`config.mk`:
```
export PLATFORM = sky130hd
export DESIGN_NAME = system_reset_controller
export DESIGN_NICKNAME = d
export VERILOG_FILES = /design/src/verilog/reset_ctrl_pkg.sv /design/src/verilog/system_reset_controller.sv
export SDC_FILE = /design/constraint.sdc
export NUM_CORES = 1
export LEC_CHECK = 0
export ABC_CLOCK_PERIOD_IN_PS = 2450
export BUFFER_PORTS_ARGS = -buffer_cell sky130_fd_sc_hd__buf_2
export CORE_ASPECT_RATIO = 0.6
export CORE_MARGIN = 4
export CORE_UTILIZATION = 45
export CTS_CLUSTER_SIZE = 25
export DETAILED_ROUTE_END_ITERATION = 6
export GPL_ROUTABILITY_DRIVEN = 0
export PLACE_DENSITY_LB_ADDON = 0.25
export SETUP_SLACK_MARGIN = 0.05
export SLEW_MARGIN = 15
export SYNTH_ARGS = -nofsm -noshare
export SYNTH_HDL_FRONTEND = slang
export SYNTH_SLANG_ARGS = --single-unit
```
`constraint.sdc`:
```
create_clock -name clk -period 2.45 [get_ports clk]
set_input_delay 0.245 -clock clk [delete_from_list [all_inputs] [get_ports clk]]
set_output_delay 0.245 -clock clk [all_outputs]
set_load 0.03 [all_outputs]
```
`src/verilog/reset_ctrl_pkg.sv`:
```
/*
 reset_ctrl_pkg: constants and carrier types for the system reset controller.
 assumes a single 40 MHz system clock; all sources arrive synchronous to it.
*/
package reset_ctrl_pkg;
   localparam int CLK_HZ = 40000000;
   localparam int PIN_MIN_LOW_NS = 2000;
   localparam int PIN_MIN_CYC_RAW = (PIN_MIN_LOW_NS * (CLK_HZ / 1000000) + 999) / 1000;
   localparam int PIN_MIN_CYC = (PIN_MIN_CYC_RAW < 1) ? 1 : PIN_MIN_CYC_RAW;
   localparam int HOLD_US = 1000;
   localparam int HOLD_CYC = HOLD_US * (CLK_HZ / 1000000);
   localparam int SETTLE_US = 500;
   localparam int SETTLE_CYC = SETTLE_US * (CLK_HZ / 1000000);
   localparam int NUM_PERIPH = 4;

   typedef struct packed {
      logic pinLow;
      logic wdtOverflow;
      logic vdLow;
      logic vdResetEn;
   } held_src_t;

   typedef enum logic [1:0] {
      ST_SETTLE = 2'b00,
      ST_HOLD = 2'b01,
      ST_RUN = 2'b10
   } hold_state_t;
endpackage : reset_ctrl_pkg

```
`src/verilog/system_reset_controller.sv`:
```
/*
 system_reset_controller: merges pin, watchdog, voltage detector and per-peripheral
 soft resets into a held group, an immediate group and per-peripheral resets, all active low.
 assumes all inputs synchronous to clk; clock-start events arrive as clkStart pulses.
*/
// How it works
// - a pin held low for the minimum time raises a held-group request.
// - low pulses on the pin shorter than that minimum are discarded.
// - a watchdog overflow raises a held-group request.
// - a low-voltage detection requests reset only while its reset function is enabled.
// - a set soft_reset_bit resets that peripheral's control bits via its own reset.
// - per peripheral, a config bit says whether the module_enable_bit clear also resets it.
// - each output group asserts whenever any of its member sources requests.
// - the held group stays in reset a fixed hold time after the last request goes; a clock start in that time ends it and starts the settle.
// - the immediate group releases on the first edge after its request goes.
// - after power-up or a clock start the held group waits a settle time; a request in it, or in the clock-start cycle, starts the hold instead.
`timescale 1ns/10ps
module system_reset_controller #(
   parameter int NUM_PERIPH = reset_ctrl_pkg::NUM_PERIPH,
   parameter int PIN_MIN_CYC = reset_ctrl_pkg::PIN_MIN_CYC,
   parameter int HOLD_CYC = reset_ctrl_pkg::HOLD_CYC,
   parameter int SETTLE_CYC = reset_ctrl_pkg::SETTLE_CYC
) (
   input wire logic clk,
   input wire logic rstn,
   input wire logic resetPin_n,
   input wire reset_ctrl_pkg::held_src_t heldSrc,
   input wire logic clkStart,
   input wire logic [NUM_PERIPH-1:0] softResetBit,
   input wire logic [NUM_PERIPH-1:0] moduleEnableBit,
   input wire logic [NUM_PERIPH-1:0] enableResets,
   output logic heldReset_n,
   output logic immReset_n,
   output logic [NUM_PERIPH-1:0] periphReset_n
);
   localparam int CW = $clog2(HOLD_CYC + SETTLE_CYC + PIN_MIN_CYC + 2);

   initial
   begin
      if (NUM_PERIPH < 1 || PIN_MIN_CYC < 1 || HOLD_CYC < 1 || SETTLE_CYC < 1)
         $error("system_reset_controller: bad parameter");
   end

   ////////////////////////////////////////////////////////////////////////////
   // pin glitch filter
   logic [CW-1:0] pinCnt_ff;
   logic pinReq_ff;

   always_ff @(posedge clk or negedge rstn)
   begin
      if (!rstn)
         pinCnt_ff <= '0;
      else if (resetPin_n)
         pinCnt_ff <= '0;
      else if (pinCnt_ff < CW'(PIN_MIN_CYC))
         pinCnt_ff <= pinCnt_ff + 1'b1;
   end

   always_ff @(posedge clk or negedge rstn)
   begin
      if (!rstn)
         pinReq_ff <= 1'b0;
      else
         pinReq_ff <= !resetPin_n && (pinCnt_ff >= CW'(PIN_MIN_CYC - 1));
   end

   ////////////////////////////////////////////////////////////////////////////
   // held group request and hold counter
   logic heldReq;
   assign heldReq = pinReq_ff || heldSrc.wdtOverflow
      || (heldSrc.vdLow && heldSrc.vdResetEn);

   reset_ctrl_pkg::hold_state_t state_ff;
   logic [CW-1:0] holdCnt_ff;

   always_ff @(posedge clk or negedge rstn)
   begin
      if (!rstn)
      begin
         state_ff <= reset_ctrl_pkg::ST_SETTLE;
         holdCnt_ff <= '0;
      end
      else if (heldReq)
      begin
         state_ff <= reset_ctrl_pkg::ST_HOLD;
         holdCnt_ff <= '0;
      end
      else if (clkStart)
      begin
         state_ff <= reset_ctrl_pkg::ST_SETTLE;
         holdCnt_ff <= '0;
      end
      else
      begin
         case (state_ff)
            reset_ctrl_pkg::ST_SETTLE:
            begin
               if (holdCnt_ff == CW'(SETTLE_CYC - 1))
               begin
                  state_ff <= reset_ctrl_pkg::ST_RUN;
                  holdCnt_ff <= '0;
               end
               else
                  holdCnt_ff <= holdCnt_ff + 1'b1;
            end
            reset_ctrl_pkg::ST_HOLD:
            begin
               if (holdCnt_ff == CW'(HOLD_CYC - 1))
               begin
                  state_ff <= reset_ctrl_pkg::ST_RUN;
                  holdCnt_ff <= '0;
               end
               else
                  holdCnt_ff <= holdCnt_ff + 1'b1;
            end
            reset_ctrl_pkg::ST_RUN:
               holdCnt_ff <= '0;
            default:
            begin
               state_ff <= reset_ctrl_pkg::ST_SETTLE;
               holdCnt_ff <= '0;
            end
         endcase
      end
   end

   // registered release, never asynchronous
   always_ff @(posedge clk or negedge rstn)
   begin
      if (!rstn)
         heldReset_n <= 1'b0;
      else
         heldReset_n <= (state_ff == reset_ctrl_pkg::ST_RUN) && !heldReq && !clkStart;
   end

   ////////////////////////////////////////////////////////////////////////////
   // immediate group: follows the filtered pin with no hold
   always_ff @(posedge clk or negedge rstn)
   begin
      if (!rstn)
         immReset_n <= 1'b0;
      else
         immReset_n <= !pinReq_ff;
   end

   ////////////////////////////////////////////////////////////////////////////
   // per-peripheral soft reset; also driven by the held group
   // level based: a cleared enable with its config bit keeps the peripheral in reset
   always_ff @(posedge clk or negedge rstn)
   begin
      if (!rstn)
         periphReset_n <= '0;
      else
         periphReset_n <= ~(softResetBit
            | (enableResets & ~moduleEnableBit)
            | {NUM_PERIPH{!heldReset_n}});
   end
endmodule : system_reset_controller
```
==> results by group <==
Setup path
  • Crit Path Category: reg -> reg
  • Worst Path Required: around 2.6 ns
  • Largest stage delay, worst path: ~0.77 ns
  • CP Capture Type: flip-flop
  • WP buf/inv: 0
  • Slowest stage cell, crit path: o21ai_0
  • CP Data Arrival Time: 2.10 ns
  • CP Max Fanout: 11
  • Crit-path cells: nand2b_1, o21ai_0, nor3_1, mux2_2
  • Startpoint Class: flip-flop
  • Delay-heaviest family, CP: compound AO/OA/AOI/OAI gates

Drt
  • DRC: 0
  • Initial DRC Count: slightly below 90
  • Drt first pass iters: 4
  • Post-Route WL: approximately 3.7 mm
  • Antenna viol nets, final: 0
  • Drt wl/cell: roughly 14 µm
  • Via density: 5.409
  • Via count: approximately 1,400

STA
  • Peak Freq: a little over 0.5 GHz
  • Min Tclk post-route: around 1.9 ns
  • Worst slew margin: about a third
  • PnR worst setup slack: 0.5250 ns
  • Slew Viols, Final: 0
  • Tcrit/Tclk final: roughly 80%
  • Final Hold Viols: 0
  • RSZ-0062 raised after global routing: no
  • Worst Skew: about 0.011 ns
  • # setup viols final: 0
  • Worst Max-Slew Pin Slew: ~0.97 ns
  • Setup TNS: 0 ns
  • Hold Slack: around 0.087 ns

Floorplanning
  • Initial Utilization: between 40% and 50%
  • # rows: 17
  • IO Pins: 26
  • Die Area: between 5000 and 6000 µm²
  • Die H: between 50 and 60 µm
  • Die Wd: a little over 90 µm
  • Core box area: approximately 3800 µm²

Pwr
  • Leak Pwr: between 0.9 and 1 nW
  • Final Power: 1.174 mW
  • Pwr Density: 549.5 nW/µm²
  • Maximum VDD drop: between 0.3 and 0.4 mV

Clocking
  • CTS Sinks: between 40 and 50
  • Total CTS buffers: 5
  • CTS tree: yes
  • Cts hold-fix bufs: 0
  • CTS-repair resized insts: 0
  • Clk slew on worst S/H paths: 0.08 ns
  • CTS max path bufs: 2
  • Htree depth: 2
  • Clk root buf: clkbuf_8
  • Post-CTS Setup Inserts: 0
  • Clk_lat worst skew: around 0.29 ns

Cells and area
  • Ant. Diodes: 0
  • Share of cells above drive strength 1: between 10% and 20%
  • Nets: between 200 and 250
  • Design Area, Final: roughly 2100 µm²
  • Final core utilization: 55.51%
  • Final cell count without fillers: around 260
  • Area growth syn-to-layout: 13.19%

Synthesis
  • Sequential area share after synthesis: between 50% and 60%
  • Yosys warnings: 0
  • Top cells by area, synth: dfrtp_1 54%, nor2b_1 5.6%, nor2_1 4.0%, xor2_1 3.2%, nand3_1 2.4%
  • Number of synthesized flops with an enable pin: 0
  • Syn Inst Count: approximately 180
  • Async set-or-reset flop fraction in the synthesized netlist: between 90% and 100%
  • Post-Syn Area: between 1500 and 2000 µm²
  • Top-count cell post-synth: dfrtp_1
  • #FFs+latches synth: 41
  • Post-Syn Nets: slightly above 200
  • Top post-synthesis cells by count: 41 x dfrtp_1, 20 x nor2_1, 17 x nor2b_1, 9 x nand3_1
  • Yosys cell types: 34
  • Dominant cell type by area after synthesis: dfrtp_1
  • Top FF cell, synth: dfrtp_1
  • Top-area cell type share of the netlist area: between 50% and 60%
  • Mean Syn Cell Area: 10.43 µm²

Placement
  • Port-buffer cells: 24
  • Placed cell count: 256
  • Detailed Place HPWL: 2.607 mm
  • Post-DP Area: between 2000 and 2500 µm²
  • Post-place setup slack: 0.5566 ns

Global route
  • Grt total ovfl: 0
  • Initial antenna violation count: 0
  • Largest net degree at the start of global routing: 42
  • Vias in the first global route: roughly 1,400
  • First-pass GRT wire length: 6.492 mm
  • Total global routing track utilization: ~15%

Run status
  • Status: completed

Run
  • # Max-Cap Violations: 0

Min path
  • Worst Hold Class: in -> async
-- worst reg2reg max path: stages (launching register included) --
cell,delay [ns]
dfrtp_1,0.40
nand2b_1,0.18
o21ai_0,0.77
nor3_1,0.16
mux2_2,0.32
-- path summary, 6_finish.rpt --
kind	startpoint	endpoint	slack, ns	cells after the start
hold / removal	rstn	holdCnt_ff[4]$_DFF_PN0_	0.09	1
setup reg to reg	pinCnt_ff[7]$_DFFE_PN0P_	pinCnt_ff[4]$_DFFE_PN0P_	0.53	4
min in group clk	softResetBit[2]	periphReset_n[2]$_DFF_PN0_	0.11	2
setup / recovery	pinCnt_ff[7]$_DFFE_PN0P_	pinCnt_ff[4]$_DFFE_PN0P_	0.53	4
hold reg to reg	pinReq_ff$_DFF_PN0_	immReset_n$_DFF_PN0_	0.46	1
max in group asynchronous	rstn	holdCnt_ff[2]$_DFF_PN0_	1.81	1
-- layer usage --
metal | GRT usage, % | part of all wire (%) | vias up
met5 | 0 | 0 | -
met1 | 20.07 | 49 | 697
li1 | - | - | 682
met4 | 4.936 | 0.75 | 0
met2 | 23.99 | 44 | 45
met3 | 5.577 | 6.9 | 4
-- power breakdown --
part	switching [mW]	internal [mW]	total [mW]	leakage, nW
sequential	0.00796	0.683	0.691	0.561
clock	0.219	0.203	0.421	0.0395
combinational	0.0376	0.0243	0.0619	0.335
total	0.264	0.910	1.17	0.935
-- layout by cell type (no fill, tap or decap) --
cell type and count:
o21ai_0 4, nor2b_1 17, buf_2 24, or3_4 1, nand2_1 7, nand2b_1 3
nor3_1 7, nor2_1 20, inv_1 6, a21oi_2 1, a2111o_1 1, and4_2 1
and4_1 3, buf_4 1, xnor2_1 5, a32o_1 1, clkbuf_1 3, a22oi_2 1
o31ai_1 4, a21oi_1 5, xor2_1 7, ha_1 2, nor4_1 5, nand3_2 1
or3_1 2, nand3_1 9, a211oi_1 1, or3_2 1, or4_4 1, dfrtp_1 41
or4_1 2, mux2_2 2, and2_2 1, nor3b_1 6, clkbuf_8 5, nand4_1 6
-- state kept, by name (all words and copies together) (netlist names) --
signal         count
heldReset_n        1
holdCnt_ff        16
immReset_n         1
periphReset_n      4
pinCnt_ff         16
pinReq_ff          1
state_ff           2
-- cell type report --
cell class                 instances  area (µm²)
fill                             348        1713
multi-input combinational        127       809.5
timing repair buffer              25       127.6
sequential                        41        1026
tap                               57       71.32
clock buffer                       8       80.08
inverter                           6       22.52
-- cell families (layout without fill, tap and decap cells) --
kind of cell	count (synthesis)	after routing	synth area share, %
adders and majority gates	2	2	1.325
AOI/OAI and AO/OA	18	18	6.627
muxes	2	2	1.193
xor gates and xnor gates	12	12	5.567
buffers and inverters	13	39	2.783
and+or+nand+nor	93	93	28.16
DFF	41	41	54.34
(Power assumes the default switching activity.)
